`src/inc/fps_pkg.sv`:
```
// constants, register map and carrier types for the fire pump start supervisor
package fps_pkg;
	// clock and time base
	localparam int          CLK_HZ         = 100_000_000;
	localparam int          SECOND_S       = 1;                  // tick period in seconds
	localparam int          TICK_CYC       = CLK_HZ * SECOND_S;  // cycles per tick
	localparam int          POWER_UP_MAX_S = 10;                 // bound on readiness
	localparam logic [3:0]  SETTLE_S       = 4'h1;               // ticks until ready, below the bound
	// thresholds in percent
	localparam logic [7:0]  PHASE_NOM_PCT  = 8'h55;              // 85 percent
	localparam logic [7:0]  SP_MIN_PCT     = 8'h3a;              // 58 percent
	localparam logic [7:0]  SP_MAX_PCT     = 8'h41;              // 65 percent
	localparam logic [7:0]  OVERPRESS_PCT  = 8'h73;              // 115 percent of set pressure
	// delay limits in seconds
	localparam logic [3:0]  STEP_MIN_S     = 4'h5;
	localparam logic [3:0]  STEP_MAX_S     = 4'ha;
	localparam logic [3:0]  ACCEL_MIN_S    = 4'h1;
	localparam logic [3:0]  ACCEL_MAX_S    = 4'ha;
	// register byte offsets
	localparam logic [31:0] ADDR_CTRL      = 32'h0000_0000;
	localparam logic [31:0] ADDR_THR       = 32'h0000_0004;
	localparam logic [31:0] ADDR_TIME      = 32'h0000_0008;
	localparam logic [31:0] ADDR_STATUS    = 32'h0000_000c;
	// field positions
	localparam int          CTRL_SP_BIT    = 0;
	localparam int          CTRL_VS_BIT    = 1;
	localparam int          CTRL_HZ_BIT    = 2;
	localparam int          CTRL_POS_LSB   = 4;
	localparam int          TIME_SEQ_LSB   = 0;
	localparam int          TIME_HZ_LSB    = 4;
	localparam int          TIME_ACC_LSB   = 8;
	localparam int          STAT_RUN_BIT   = 0;
	localparam int          STAT_INR_BIT   = 1;
	localparam int          STAT_RDY_BIT   = 2;
	localparam int          STAT_EMG_BIT   = 3;
	localparam int          STAT_CLS_LSB   = 4;
	localparam int          STAT_ALM_LSB   = 8;
	// reset values
	localparam logic [31:0] CTRL_RST       = 32'h0000_0000;
	localparam logic [31:0] THR_RST        = 32'h0000_003c;
	localparam logic [31:0] TIME_RST       = 32'h0000_0577;
	// alarm contact indices
	localparam int          ALM_RUN        = 0;
	localparam int          ALM_PHASE      = 1;
	localparam int          ALM_REV        = 2;
	localparam int          ALM_ACLOSS     = 3;
	localparam int          ALM_ALT        = 4;
	localparam int          ALM_DRIVE      = 5;
	localparam int          ALM_BYPASS     = 6;
	localparam int          ALM_OVERP      = 7;
	localparam int          ALM_N          = 8;
	// bus answer codes
	localparam logic [1:0]  RESP_OKAY      = 2'h0;
	localparam logic [1:0]  RESP_SLVERR    = 2'h2;

	// axi4-lite master to slave
	typedef struct packed {
		logic        awvalid;
		logic [31:0] awaddr;
		logic        wvalid;
		logic [31:0] wdata;
		logic [3:0]  wstrb;
		logic        bready;
		logic        arvalid;
		logic [31:0] araddr;
		logic        rready;
	} fps_axil_req_type;

	// axi4-lite slave to master
	typedef struct packed {
		logic        awready;
		logic        wready;
		logic        bvalid;
		logic [1:0]  bresp;
		logic        arready;
		logic        rvalid;
		logic [31:0] rdata;
		logic [1:0]  rresp;
	} fps_axil_rsp_type;

	// contact inputs from the panel and field wiring
	typedef struct packed {
		logic local_start;   // local start pushbutton, high pressed
		logic local_stop;    // local stop pushbutton, high pressed
		logic remote_run_n;  // remote station loop, low demands a run
		logic press_ok;      // pressure switch, low demands a run
		logic emerg_latched; // emergency actuator in full running latch
		logic phase_rev;     // line side phase reversal
		logic ac_ok;         // ac power present
		logic alt_source;    // transfer switch on alternate source
		logic drive_fault;   // variable speed drive failed
		logic bypass_on;     // variable speed drive bypassed
	} fps_pins_type;

	// start sequencer states, one-hot
	typedef enum logic [3:0] {
		ST_IDLE  = 4'b0001,
		ST_DELAY = 4'b0010,
		ST_START = 4'b0100,
		ST_RUN   = 4'b1000
	} fps_state_type;

	// demand class that owns the current start
	typedef enum logic [1:0] {
		CLS_NONE   = 2'h0,
		CLS_LOCAL  = 2'h1,
		CLS_REMOTE = 2'h2,
		CLS_AUTO   = 2'h3
	} fps_class_type;
endpackage

```
`src/fps_supervisor.sv`:
```
// fire pump start supervisor: demand arbitration, start sequencing, alarm contacts, axi4-lite registers
`timescale 1ns/10ps
module fps_supervisor
	import fps_pkg::*;
#(
	parameter int unsigned TICK_CYCLES = TICK_CYC  // cycles per second tick, shorten in simulation
) (
	input  wire logic             sys_clk,
	input  wire logic             sys_rst,
	input  wire fps_axil_req_type axil_req,
	output      fps_axil_rsp_type axil_rsp,
	input  wire fps_pins_type     pins,
	input  wire logic [2:0][7:0]  phase_pct,
	input  wire logic [7:0]       discharge_pct,
	output      logic             motor_run,
	output      logic             inrush_start,
	output      logic [ALM_N-1:0] alarm
);

	// clamp a four-bit field into a range
	function automatic logic [3:0] clamp4(input logic [3:0] v, input logic [3:0] lo, input logic [3:0] hi);
		logic [3:0] r;
		r = v;
		if (v < lo) begin
			r = lo;
		end else if (v > hi) begin
			r = hi;
		end
		return r;
	endfunction

	// pin synchronisers and a history stage for edge detection
	fps_pins_type  pin_meta;   // first stage, read only by pin_sync
	fps_pins_type  pin_sync;   // second stage, safe to use
	fps_pins_type  pin_hist;   // previous value of pin_sync

	// software registers
	logic [31:0]   reg_ctrl;   // options and pump position
	logic [31:0]   reg_thr;    // single-phase protection threshold
	logic [31:0]   reg_time;   // step and acceleration seconds

	// sequencer state
	fps_state_type state;
	fps_state_type next_state;
	fps_class_type cls;
	fps_class_type next_cls;
	logic [8:0]    cnt;        // seconds left in delay or acceleration
	logic [8:0]    next_cnt;
	logic [31:0]   pre_cnt;    // prescaler toward the second tick
	logic          tick;       // one cycle per second
	logic [3:0]    boot_cnt;   // seconds since reset, counted only until ready
	logic          ready;      // block fully functional

	// always sync twice; the third stage only feeds edge detectors
	always_ff @(posedge sys_clk) begin
		pin_meta <= pins;
		pin_sync <= pin_meta;
		pin_hist <= pin_sync;
	end

	// decoded demands
	wire logic stop_evt   = pin_sync.local_stop & ~pin_hist.local_stop;
	wire logic local_req  = pin_sync.local_start & ~pin_hist.local_start;   // local momentary class
	wire logic remote_req = ~pin_sync.remote_run_n;  // open loop means run, never blocks others
	wire logic auto_req   = ~pin_sync.press_ok;      // static class; dead switch demands a run
	wire logic man_req    = local_req | remote_req;  // manual accepted beside automatic
	wire logic emerg      = pin_sync.emerg_latched;  // only the operator's full latch counts

	// option fields
	wire logic       sp_prot  = reg_ctrl[CTRL_SP_BIT];
	wire logic       vs_fit   = reg_ctrl[CTRL_VS_BIT];
	wire logic       hz_en    = reg_ctrl[CTRL_HZ_BIT];
	wire logic [3:0] pump_pos = reg_ctrl[CTRL_POS_LSB +: 4];
	wire logic [3:0] seq_s    = clamp4(reg_time[TIME_SEQ_LSB +: 4], STEP_MIN_S, STEP_MAX_S);
	wire logic [3:0] hz_s     = clamp4(reg_time[TIME_HZ_LSB +: 4], STEP_MIN_S, STEP_MAX_S);
	wire logic [3:0] acc_s    = clamp4(reg_time[TIME_ACC_LSB +: 4], ACCEL_MIN_S, ACCEL_MAX_S);

	// accumulated delays: position times per-step seconds
	wire logic [7:0] seq_prod  = {4'h0, pump_pos} * {4'h0, seq_s};
	wire logic [7:0] hz_prod   = hz_en ? {4'h0, pump_pos} * {4'h0, hz_s} : 8'h00;
	wire logic [8:0] man_delay = {1'b0, hz_prod};   // no sequential part for manual starts
	wire logic [8:0] auto_dly  = {1'b0, seq_prod} + {1'b0, hz_prod};

	// phase threshold: fixed nominal, or the clamped option value
	wire logic [7:0] thr_raw   = reg_thr[7:0];
	wire logic [7:0] thr_sp    = (thr_raw < SP_MIN_PCT) ? SP_MIN_PCT :
	                             (thr_raw > SP_MAX_PCT) ? SP_MAX_PCT : thr_raw;
	wire logic [7:0] phase_thr = sp_prot ? thr_sp : PHASE_NOM_PCT;
	logic [2:0]      ph_low;   // per phase below threshold

	// one comparator per phase, independent of the motor state
	genvar gp;
	generate
		for (gp = 0; gp < 3; gp++) begin : g_phase
			assign ph_low[gp] = phase_pct[gp] < phase_thr;
		end
	endgenerate

	// second tick prescaler
	always_ff @(posedge sys_clk) begin
		if (sys_rst || tick) begin
			pre_cnt <= 32'h0000_0000;
		end else begin
			pre_cnt <= pre_cnt + 32'h0000_0001;
		end
	end
	assign tick = (pre_cnt == TICK_CYCLES - 1);

	// power-up settle; ready never falls until the next reset
	always_ff @(posedge sys_clk) begin
		if (sys_rst) begin
			boot_cnt <= 4'h0;
			ready    <= 1'b0;
		end else if (!ready && tick) begin
			boot_cnt <= boot_cnt + 4'h1;
			ready    <= (boot_cnt + 4'h1) >= SETTLE_S;  // well within the power-up bound
		end
	end

	// start sequencer next state
	always_comb begin
		next_state = state;
		next_cls   = cls;
		next_cnt   = cnt;
		unique case (state)
			ST_IDLE: begin
				if (ready && man_req) begin
					next_cls   = local_req ? CLS_LOCAL : CLS_REMOTE;
					next_cnt   = man_delay;                  // skip sequencing
					next_state = ST_DELAY;
				end else if (ready && auto_req) begin
					next_cls   = CLS_AUTO;
					next_cnt   = auto_dly;
					next_state = ST_DELAY;
				end
			end
			ST_DELAY: begin
				if (cls == CLS_AUTO && man_req && man_delay < cnt) begin
					// a manual demand cuts short a pending sequential wait
					next_cls = local_req ? CLS_LOCAL : CLS_REMOTE;
					next_cnt = man_delay;
				end else if (cnt == 9'h000) begin
					next_cnt   = {5'h00, acc_s};             // same reduced-inrush ramp for all
					next_state = ST_START;
				end else if (tick) begin
					next_cnt = cnt - 9'h001;
				end
			end
			ST_START: begin
				if (cnt == 9'h000) begin
					next_state = ST_RUN;
				end else if (tick) begin
					next_cnt = cnt - 9'h001;
				end
			end
			ST_RUN: begin
				// a remote demand during an automatic run is simply absorbed
				next_state = ST_RUN;                          // no automatic stop exists
			end
		endcase
		// only the local stop ends a run
		if (stop_evt && state != ST_IDLE) begin
			next_state = ST_IDLE;
			next_cls   = CLS_NONE;
			next_cnt   = 9'h000;
		end
	end

	// sequencer registers
	always_ff @(posedge sys_clk) begin
		if (sys_rst) begin
			state <= ST_IDLE;
			cls   <= CLS_NONE;
			cnt   <= 9'h000;
		end else begin
			state <= next_state;
			cls   <= next_cls;
			cnt   <= next_cnt;
		end
	end

	// contactor drive; emergency bypasses all control state
	wire logic seq_on         = (next_state == ST_START) || (next_state == ST_RUN);
	wire logic next_motor_run = seq_on | emerg;
	wire logic next_inrush    = (next_state == ST_START) & ~emerg;

	// alarm conditions, recomputed every cycle so they clear with the cause
	logic [ALM_N-1:0] next_alarm;
	assign next_alarm[ALM_RUN]    = next_motor_run;
	assign next_alarm[ALM_PHASE]  = |ph_low;
	assign next_alarm[ALM_REV]    = pin_sync.phase_rev;
	assign next_alarm[ALM_ACLOSS] = ~pin_sync.ac_ok;
	assign next_alarm[ALM_ALT]    = pin_sync.alt_source;
	assign next_alarm[ALM_DRIVE]  = vs_fit & pin_sync.drive_fault;
	assign next_alarm[ALM_BYPASS] = vs_fit & pin_sync.bypass_on;
	assign next_alarm[ALM_OVERP]  = vs_fit & (discharge_pct >= OVERPRESS_PCT);

	// output flops
	always_ff @(posedge sys_clk) begin
		if (sys_rst) begin
			motor_run    <= 1'b0;
			inrush_start <= 1'b0;
			alarm        <= '0;
		end else begin
			motor_run    <= next_motor_run;
			inrush_start <= next_inrush;
			alarm        <= next_alarm;
		end
	end

	// axi4-lite write path: address and data held until both are present
	logic        aw_held;
	logic        w_held;
	logic [31:0] aw_addr;
	logic [31:0] w_data;
	logic [3:0]  w_strb;
	wire logic   aw_hs  = axil_req.awvalid & axil_rsp.awready;
	wire logic   w_hs   = axil_req.wvalid & axil_rsp.wready;
	wire logic   b_hs   = axil_rsp.bvalid & axil_req.bready;
	wire logic   wr_do  = aw_held & w_held & ~axil_rsp.bvalid;
	wire logic   wr_ctl = aw_addr == ADDR_CTRL;
	wire logic   wr_thr = aw_addr == ADDR_THR;
	wire logic   wr_tim = aw_addr == ADDR_TIME;
	wire logic   wr_hit = wr_ctl | wr_thr | wr_tim | (aw_addr == ADDR_STATUS);
	wire logic   next_aw_held = (aw_held | aw_hs) & ~wr_do;
	wire logic   next_w_held  = (w_held | w_hs) & ~wr_do;
	logic [31:0] wmask;

	// byte lane mask from the strobes
	genvar gb;
	generate
		for (gb = 0; gb < 4; gb++) begin : g_lane
			assign wmask[gb*8 +: 8] = {8{w_strb[gb]}};
		end
	endgenerate

	// merged write values
	wire logic [31:0] wr_val_ctl = (reg_ctrl & ~wmask) | (w_data & wmask);
	wire logic [31:0] wr_val_thr = (reg_thr & ~wmask) | (w_data & wmask);
	wire logic [31:0] wr_val_tim = (reg_time & ~wmask) | (w_data & wmask);

	// write channel flops
	always_ff @(posedge sys_clk) begin
		if (sys_rst) begin
			aw_held <= 1'b0;
			w_held  <= 1'b0;
			aw_addr <= 32'h0000_0000;
			w_data  <= 32'h0000_0000;
			w_strb  <= 4'h0;
		end else begin
			aw_held <= next_aw_held;
			w_held  <= next_w_held;
			if (aw_hs) begin
				aw_addr <= axil_req.awaddr;
			end
			if (w_hs) begin
				w_data <= axil_req.wdata;
				w_strb <= axil_req.wstrb;
			end
		end
	end

	// register file; status writes are dropped without error
	always_ff @(posedge sys_clk) begin
		if (sys_rst) begin
			reg_ctrl <= CTRL_RST;
			reg_thr  <= THR_RST;
			reg_time <= TIME_RST;
		end else if (wr_do) begin
			if (wr_ctl) begin
				reg_ctrl <= wr_val_ctl;
			end
			if (wr_thr) begin
				reg_thr <= wr_val_thr;
			end
			if (wr_tim) begin
				reg_time <= wr_val_tim;
			end
		end
	end

	// read decode
	wire logic        ar_hs = axil_req.arvalid & axil_rsp.arready;
	wire logic        r_hs  = axil_rsp.rvalid & axil_req.rready;
	logic [31:0]      status_word;
	assign status_word = {16'h0000, alarm, 2'b00, cls, emerg, ready, inrush_start, motor_run};
	wire logic        rd_ctl = axil_req.araddr == ADDR_CTRL;
	wire logic        rd_thr = axil_req.araddr == ADDR_THR;
	wire logic        rd_tim = axil_req.araddr == ADDR_TIME;
	wire logic        rd_sts = axil_req.araddr == ADDR_STATUS;
	wire logic [31:0] rd_val = rd_ctl ? reg_ctrl : rd_thr ? reg_thr : rd_tim ? reg_time :
	                           rd_sts ? status_word : 32'h0000_0000;

	// response channel flops; one read and one write in flight at most
	always_ff @(posedge sys_clk) begin
		if (sys_rst) begin
			axil_rsp <= '0;
		end else begin
			axil_rsp.awready <= ~next_aw_held;
			axil_rsp.wready  <= ~next_w_held;
			if (wr_do) begin
				axil_rsp.bvalid <= 1'b1;
				axil_rsp.bresp  <= wr_hit ? RESP_OKAY : RESP_SLVERR;
			end else if (b_hs) begin
				axil_rsp.bvalid <= 1'b0;
			end
			if (ar_hs) begin
				axil_rsp.arready <= 1'b0;
				axil_rsp.rvalid  <= 1'b1;
				axil_rsp.rdata   <= rd_val;
				axil_rsp.rresp   <= (rd_ctl | rd_thr | rd_tim | rd_sts) ? RESP_OKAY : RESP_SLVERR;
			end else if (r_hs || !axil_rsp.rvalid) begin
				axil_rsp.arready <= 1'b1;
				axil_rsp.rvalid  <= 1'b0;
			end
		end
	end
endmodule // fps_supervisor
```
`config.mk`:
```
export PLATFORM = sky130hd
export DESIGN_NAME = fps_supervisor
export DESIGN_NICKNAME = d
export VERILOG_FILES = /design/src/inc/fps_pkg.sv /design/src/fps_supervisor.sv
export SDC_FILE = /design/constraint.sdc
export NUM_CORES = 1
export LEC_CHECK = 0
export BUFFER_PORTS_ARGS = -buffer_cell sky130_fd_sc_hd__buf_2
export CORE_MARGIN = 5
export CORE_UTILIZATION = 48
export DETAILED_ROUTE_END_ITERATION = 8
export GPL_TIMING_DRIVEN = 0
export PLACE_DENSITY = 0.71
export SYNTH_ARGS = -nofsm -noshare
export SYNTH_HDL_FRONTEND = slang
export SYNTH_SLANG_ARGS = --single-unit
```
`constraint.sdc`:
```
create_clock -name sys_clk -period 5.65 [get_ports sys_clk]
set_input_delay 0.565 -clock sys_clk [delete_from_list [all_inputs] [get_ports sys_clk]]
set_output_delay 0.565 -clock sys_clk [all_outputs]
set_load 0.01 [all_outputs]
```
==> metrics.md, run 1 <==
| Metric | Value |
|---|---|
| Outcome | `complete, no violations` |
| Final WL | `38,400 microns` |
| Crit Reg-Reg Endpoint | `cnt[7]` |
| Top_reg_cell synth | `dfxtp_1` |
| Post-synthesis sequential area ratio | `0.425` |
| Post-synth EDFFs | `0` |
| First-pass GRT wire length | `61,700 microns` |
| DRT Pass-1 Iters | `5` |
| Clock H-tree levels | `1` |
| Hold/Removal Path Class | `input port to flop` |
| Most common cell in the netlist | `nand2_1` |
| ANT nets after route | `0` |
| Synthesized instance count | `1,664` |
| WL/cell | `approximately 17 microns` |
| P_leak | `6.59 nW` |
| Final net count | `~2,100` |
| Critical path startpoint category | `flop` |
| Hold Path Sink | `pin_meta[7]` |
| Antenna cells | `0` |
| Initial Utilization | `0.487` |
| Clock transition at path regs | `roughly 0.06 ns` |
| Post-Syn Area | `approximately 14,000 sq um` |
| Avg Cell Area, Syn | `8.16 sq um` |
| Antenna violations before repair | `2` |
| Pwr Density | `between 200 and 300 nW/um^2` |
| Number of post-CTS setup repair buffers | `0` |
| Largest net degree at the start of global routing | `16` |
| Yosys cell types | `72` |
| Area Overhead vs Synth | `18.9%` |
| Area contributors post-synth | `dfxtp_1 (42%), nand2_1 (12%), a21oi_1 (7.2%), ha_1 (5.6%), o21ai_0 (2.5%)` |
| Register area | `5770 sq um` |
| Share of cells above drive strength 1 | `0.161` |
| Boundary pin count | `200` |
| R2R depth | `21` |
| Crit Path Max Fanout | `12` |
| Clock insertion delay at the later pin of the skew report | `0.55 ns` |
| Finished Cell Area | `between 15,000 and 20,000 sq um` |
| Max_cap viols | `0` |
| CTS tree | `yes` |
| Worst slew pin tran | `0.925 ns` |
| Worst-case clock skew | `around 0.01 ns` |
| Area of the multi-input gates | `just over 7000 sq um` |
| Worst hold start | `pins[7]` |
| CTS max path bufs | `3` |
| Critical Path AT | `between 5 and 6 ns` |
| IO Port Bufs | `195` |
| Setup TNS | `0 ns` |
| Setup violators final | `0` |
| RSZ-0062 raised after global routing | `no` |
| RD Place Congestion | `0.885` |
| Vias in the first global route | `12,129` |
| Area after DPL | `around 15,000 sq um` |
| Period Utilization, post-route | `0.914` |
| Top post-synthesis cells by count | `nand2_1 (436), dfxtp_1 (288), a21oi_1 (196), inv_1 (84), nor2_1 (70)` |
| Post-synth top area cell | `dfxtp_1` |
| Die Wd | `178 microns` |
| Max Clock Freq | `between 150 and 200 MHz` |
| Vias | `12,490` |
| Total number of yosys warnings | `0` |
| DRC violations left | `0` |
| Row cnt | `61` |
| Worst Path Required | `approximately 6 ns` |
| Ys async rst share | `0` |
| Endpoints failing hold | `0` |
| Initial DRC count | `roughly 860` |
| Hold path depth | `1` |
| FF+latch count, synth | `~290` |
| R2R setup slack | `0.49 ns` |
| GRT Overall Usage | `0.239` |
| CTS root buffer | `clkbuf_16` |
| Crit. End Element | `flop` |
| Die Y | `about 180 microns` |
| Die footprint | `31,700 sq um` |
| Final min period | `5.16 ns` |
| Crit Path Class | `flop to flop` |
| Fillers | `2,548` |
| Slew Limit Fails | `0` |
| Slew headroom | `0.378` |
| Grt ovf | `0` |
| Core area | `between 20,000 and 30,000 sq um` |
| Area share of the largest cell type after synthesis | `0.425` |
| Peak VDD IR | `0.288 mV` |
| CTS buffer count | `31` |
| DPL Wire Length | `29,300 microns` |
| # hold bufs at CTS | `0` |
| Clock sink count | `288` |
| DR vias/cell | `around 5.4` |
what timing repair did:
item | 4_1_cts | 5_1_grt
gates resized for setup | 1 | 2
endpoints found under the setup margin | 2 | 12
cloned | 0 | 0
stage by stage:
| step | hold slack (ns) | utilization | power [W] | std cells | worst slack [ns] |
|---|---|---|---|---|---|
| final | 0.105 | 0.580 | 0.00452 | 2296 | 0.486 |
| after global routing | 0.0818 | 0.580 | 0.00467 | 2296 | 0.127 |
| after CTS | 0.0875 | 0.580 | 0.00456 | 2297 | 0.106 |
| after detailed placement | 0.312 | 0.540 | 0.00240 | 2240 | -0.0477 |
| after global placement | 0.311 | 0.540 | 0.00239 | 2240 | 0.206 |
| after floorplan | 0.310 | - | 0.00227 | 1667 | 0.752 |
cells by family (layout without fill, tap and decap cells):
group                      Yosys count  after routing  share of synthesized area
AOI/OAI and AO/OA                  348            348                      0.149
xor gates and xnor gates            41             41                     0.0264
adders and majority gates           76             76                     0.0769
buffers and inverters              171            422                     0.0524
DFF                                288            288                      0.425
muxes                               16             16                     0.0247
other                                2              5                   0.000553
and+or+nand+nor                    722            722                      0.245
worst max-delay path by stage:
| stage | start | to | cells after the start |
|---|---|---|---|
| global route | flop | cnt[7] | 21 |
| global placement | flop | cnt[7] | 19 |
| detailed placement | flop | cnt[7] | 19 |
| CTS | flop | cnt[7] | 22 |
| finish | flop | cnt[7] | 21 |
| floorplan | flop | cnt[7] | 20 |
placed cells by master (no fill, tap or decap), types with 6 or more instances in the layout:
master     Yosys  layout
o21ai_0       67      66
nor3_1        15      15
clkbuf_16      0      31
nor2b_1       20      20
clkbuf_8       0      12
clkbuf_1      53      56
and2_1        27      27
mux4_2        14      14
ha_1          61      61
buf_1          7       7
fa_1          13      13
or3_1          7       7
xnor2_1       20      20
and3_1         8       8
dfxtp_1      288     287
a211oi_1       6       6
buf_2         14     209
nand2b_1      29      29
nand2_1      436     436
a221oi_1      22      22
nand4_1       24      24
nand3b_1      12      12
nand3_1       24      24
nor4_1        18      18
xor2_1        21      21
nor2_1        70      70
buf_4         12      12
and4_1         7       7
a21oi_1      196     196
inv_1         84      84
a21o_1         8       8
metal layers:
metal | track usage | part of all wire | wire length (microns)
met1 | 0.313 | 0.43 | 16400
met2 | 0.400 | 0.46 | 17800
met3 | 0.0528 | 0.081 | 3130
met4 | 0.0627 | 0.027 | 1020
met5 | 0 | 0.00034 | 13
report_power, final:
| part | switching (W) | internal [W] |
|---|---|---|
| Combinational | 0.000151 | 0.000100 |
| Clock | 0.000821 | 0.00134 |
| Sequential | 0.0000342 | 0.00207 |
| Total | 0.00101 | 0.00351 |
worst max-delay path: stages, from the launching register on:
cell and delay [ns]:
dfxtp_2 0.44, inv_1 0.11, o21ai_1 0.23, nand2_1 0.11, fa_1 0.50, inv_1 0.06
fa_1 0.58, inv_1 0.07, fa_1 0.45, nand2b_1 0.17, a21oi_1 0.16, xor2_1 0.17
and2_1 0.23, inv_1 0.08, fa_1 0.48, inv_1 0.04, ha_1 0.33, a21oi_1 0.17
xnor2_1 0.09, a22o_1 0.24, a311oi_1 0.21, o32ai_1 0.13
area by class of cell:
class	count	area share
Timing Repair Buffer	195	0.0604
Tap cell	378	0.0293
Inverter	84	0.0195
Multi-Input combinational cell	1208	0.440
Sequential cell	288	0.357
Buffer	86	0.0243
Clock buffer	47	0.0592
Clock inverter	10	0.00984
Power figures use the tool's default switching activity.
==> inputs of run 2 (changes only) <==
Settings changed: CORE_UTILIZATION 48 to 40, PLACE_DENSITY 0.71 to 0.61, REMOVE_ABC_BUFFERS set to 1.
==> run 2 against run 1 <==
Wire length shrank 9.1%. Count of clock-buffer cells in the layout stayed put. Critical path type unchanged. Sequential share of layout area is 0.82 points higher. Setup slack got worse by 0.10 ns. Maximum frequency is 2.0% lower. Largest cell class unchanged. Design area decreased by 2.2%. First-iteration DRC count shrank 22%. Register-to-register slack got worse by 0.10 ns. Combinational power decreased by 8.8%.
==> metrics.md, run 2 (synthesized netlist as in run 1, its figures left out) <==
| Metric | Value |
|---|---|
| Antenna cells | `0` |
| Total power draw | `around 0.0043 W` |
| Crit Path Max Fanout | `12` |
| DRT Pass-1 Iters | `8` |
| Vias | `11,696` |
| R2R depth | `19` |
| Initial Utilization | `0.405` |
| Number of post-CTS setup repair buffers | `0` |
| Worst-case clock skew | `roughly 0.012 ns` |
| Fillers | `approximately 3,400` |
| Core area | `33,500 sq um` |
| Antenna violations before repair | `1` |
| CTS tree | `yes` |
| Setup violators final | `0` |
| WP depth | `19` |
| Crit Reg-Reg Endpoint | `cnt[7]` |
| Max_cap viols | `0` |
| Cell family with most CP delay | `adder cells` |
| End of the critical path | `cnt[7]` |
| Outcome | `complete, no violations` |
| Clock transition at path regs | `0.06 ns` |
| CTS max path bufs | `3` |
| Vias in the first global route | `11,302` |
| Clock insertion delay at the later pin of the skew report | `0.56 ns` |
| Hold/Removal Path Class | `input port to flop` |
| Switching share of power | `0.227` |
| Initial DRC count | `674` |
| R2R setup slack | `between 0.3 and 0.4 ns` |
| Largest net degree at the start of global routing | `around 130` |
| Area Overhead vs Synth | `16.3%` |
| Crit-path slowest cell | `fa_1` |
| Critical Path Max Stage Delay | `0.58 ns` |
| DRC violations left | `0` |
| Die Y | `194 microns` |
| Slew Limit Fails | `0` |
| Critical Path, Cell by Cell | `inv_1 > o21ai_1 > nand2_1 > fa_1 > inv_1 > fa_1 > inv_1 > fa_1 > nand2b_1 > fa_1 > inv_1 > ha_1 > a211oi_1 > o21bai_1 > a21oi_1 > xnor2_1 > a22o_1 > a311oi_1 > o32ai_1` |
| Peak VDD IR | `0.233 mV` |
| Clock H-tree levels | `1` |
| Final WL | `34,900 microns` |
| Worst slew pin tran | `1.31 ns` |
| First-pass GRT wire length | `56,600 microns` |
| IO Port Bufs | `197` |
| # hold bufs at CTS | `0` |
| Die Wd | `194 microns` |
| Max Clock Freq | `190 MHz` |
| Slew headroom | `0.125` |
| Crit. End Element | `flop` |
| Clk pwr share | `0.452` |
| WHS | `~0.10 ns` |
| Grt ovf | `0` |
| Sw power | `0.000969 W` |
| Pwr Density | `270 nW/um^2` |
| Boundary pin count | `200` |
| Row cnt | `67` |
| Crit Path Class | `flop to flop` |
| DR vias/cell | `5.13` |
| CTS buffer count | `31` |
| Int Pwr | `0.00329 W` |
| WL/cell | `15.3 microns` |
| Endpoints failing hold | `0` |
| Final min period | `5.27 ns` |
| Commonest non-fill, non-tap cells in the layout | `nand2_1 (435), dfxtp_1 (287), buf_2 (196)` |
| Area of the multi-input gates | `7130 sq um` |
| Critical path startpoint category | `flop` |
| P_leak | `6.34 nW` |
| GRT Overall Usage | `0.176` |
| Commonest non-fill, non-tap cell in the layout | `nand2_1` |
| Buf/Inv on CP | `4` |
| Power share of the combinational group | `0.054` |
| Sequential fraction of design power | `0.494` |
| Critical Path AT | `5.68 ns` |
| RD Place Congestion | `0.854` |
| Die footprint | `37,700 sq um` |
| Worst Path Required | `6.06 ns` |
| Period Utilization, post-route | `0.932` |
| DPL Wire Length | `about 25,000 microns` |
| CTS resizes | `0` |
| Share of cells above drive strength 1 | `0.152` |
| Register area | `5770 sq um` |
| Clock sink count | `288` |
| CTS root buffer | `clkbuf_16` |
| RSZ-0062 raised after global routing | `no` |
| ANT nets after route | `0` |
| Final net count | `around 2,000` |
==> run 2: cell types whose count changed in the layout (fill, tap and decap cells not counted), moves of 2 or more <==
cell       before  now
clkbuf_8       12    5
buf_4          12    0
clkbuf_1       56   11
buf_16          0    2
buf_2         209  196
bufinv_16       4    1
buf_1           7    0
==> run 2: layout make-up <==
class                   instances  share of cell area
multi-input cells            1208               0.451
flip-flops and latches        288               0.365
repair buffers                199              0.0663
clock buffers                  47              0.0561
well taps                     448              0.0355
inverters                      84              0.0200
clock inverters                 8             0.00547
==> run 2: worst min path at each step <==
| stage | startpoint | to | slack [ns] | cells after the start |
|---|---|---|---|---|
| final | pins[2] | pin_meta[2] | 0.10 | 1 |
| after detailed placement | pin_meta[3] | pin_sync[3] | 0.31 | 0 |
| after CTS | pins[2] | pin_meta[2] | 0.07 | 1 |
| after floorplan | pin_meta[5] | emerg | 0.31 | 0 |
| after global placement | pin_meta[2] | next_alarm[4] | 0.31 | 0 |
| after global routing | pins[2] | pin_meta[2] | 0.07 | 1 |
==> run 2: power by group through the flow <==
stage          clock [W]  sequential [W]  combinational [W]
3_5_place_dp           0         0.00215           0.000230
2_1_floorplan          0         0.00214          0.0000983
4_1_cts          0.00198         0.00210           0.000231
5_1_grt          0.00206         0.00211           0.000254
6_report         0.00193         0.00210           0.000229
3_3_place_gp           0         0.00215           0.000220
==> run 2: metrics by stage <==
step | instances | setup slack (ns) | area (sq um) | utilization | setup TNS, ns
finish | 2282 | 0.383 | 15800 | 0.471 | 0
global route | 2282 | 0.0636 | 15800 | 0.471 | 0
CTS | 2282 | 0.127 | 15800 | 0.471 | 0
detailed placement | 2227 | 0.174 | 14800 | 0.442 | 0
global placement | 2225 | -0.382 | 14700 | 0.440 | -10.77
floorplan | 1580 | 0.868 | 13200 | - | 0
==> run 2: per-layer routing <==
metal	part of all wire	global-route usage	vias up	wire [microns]
met5	0.00020	0	-	7
met4	0.021	0.0458	2	738
met3	0.053	0.0306	50	1840
met2	0.47	0.302	278	16500
met1	0.45	0.229	5429	15900
li1	-	-	5937	-
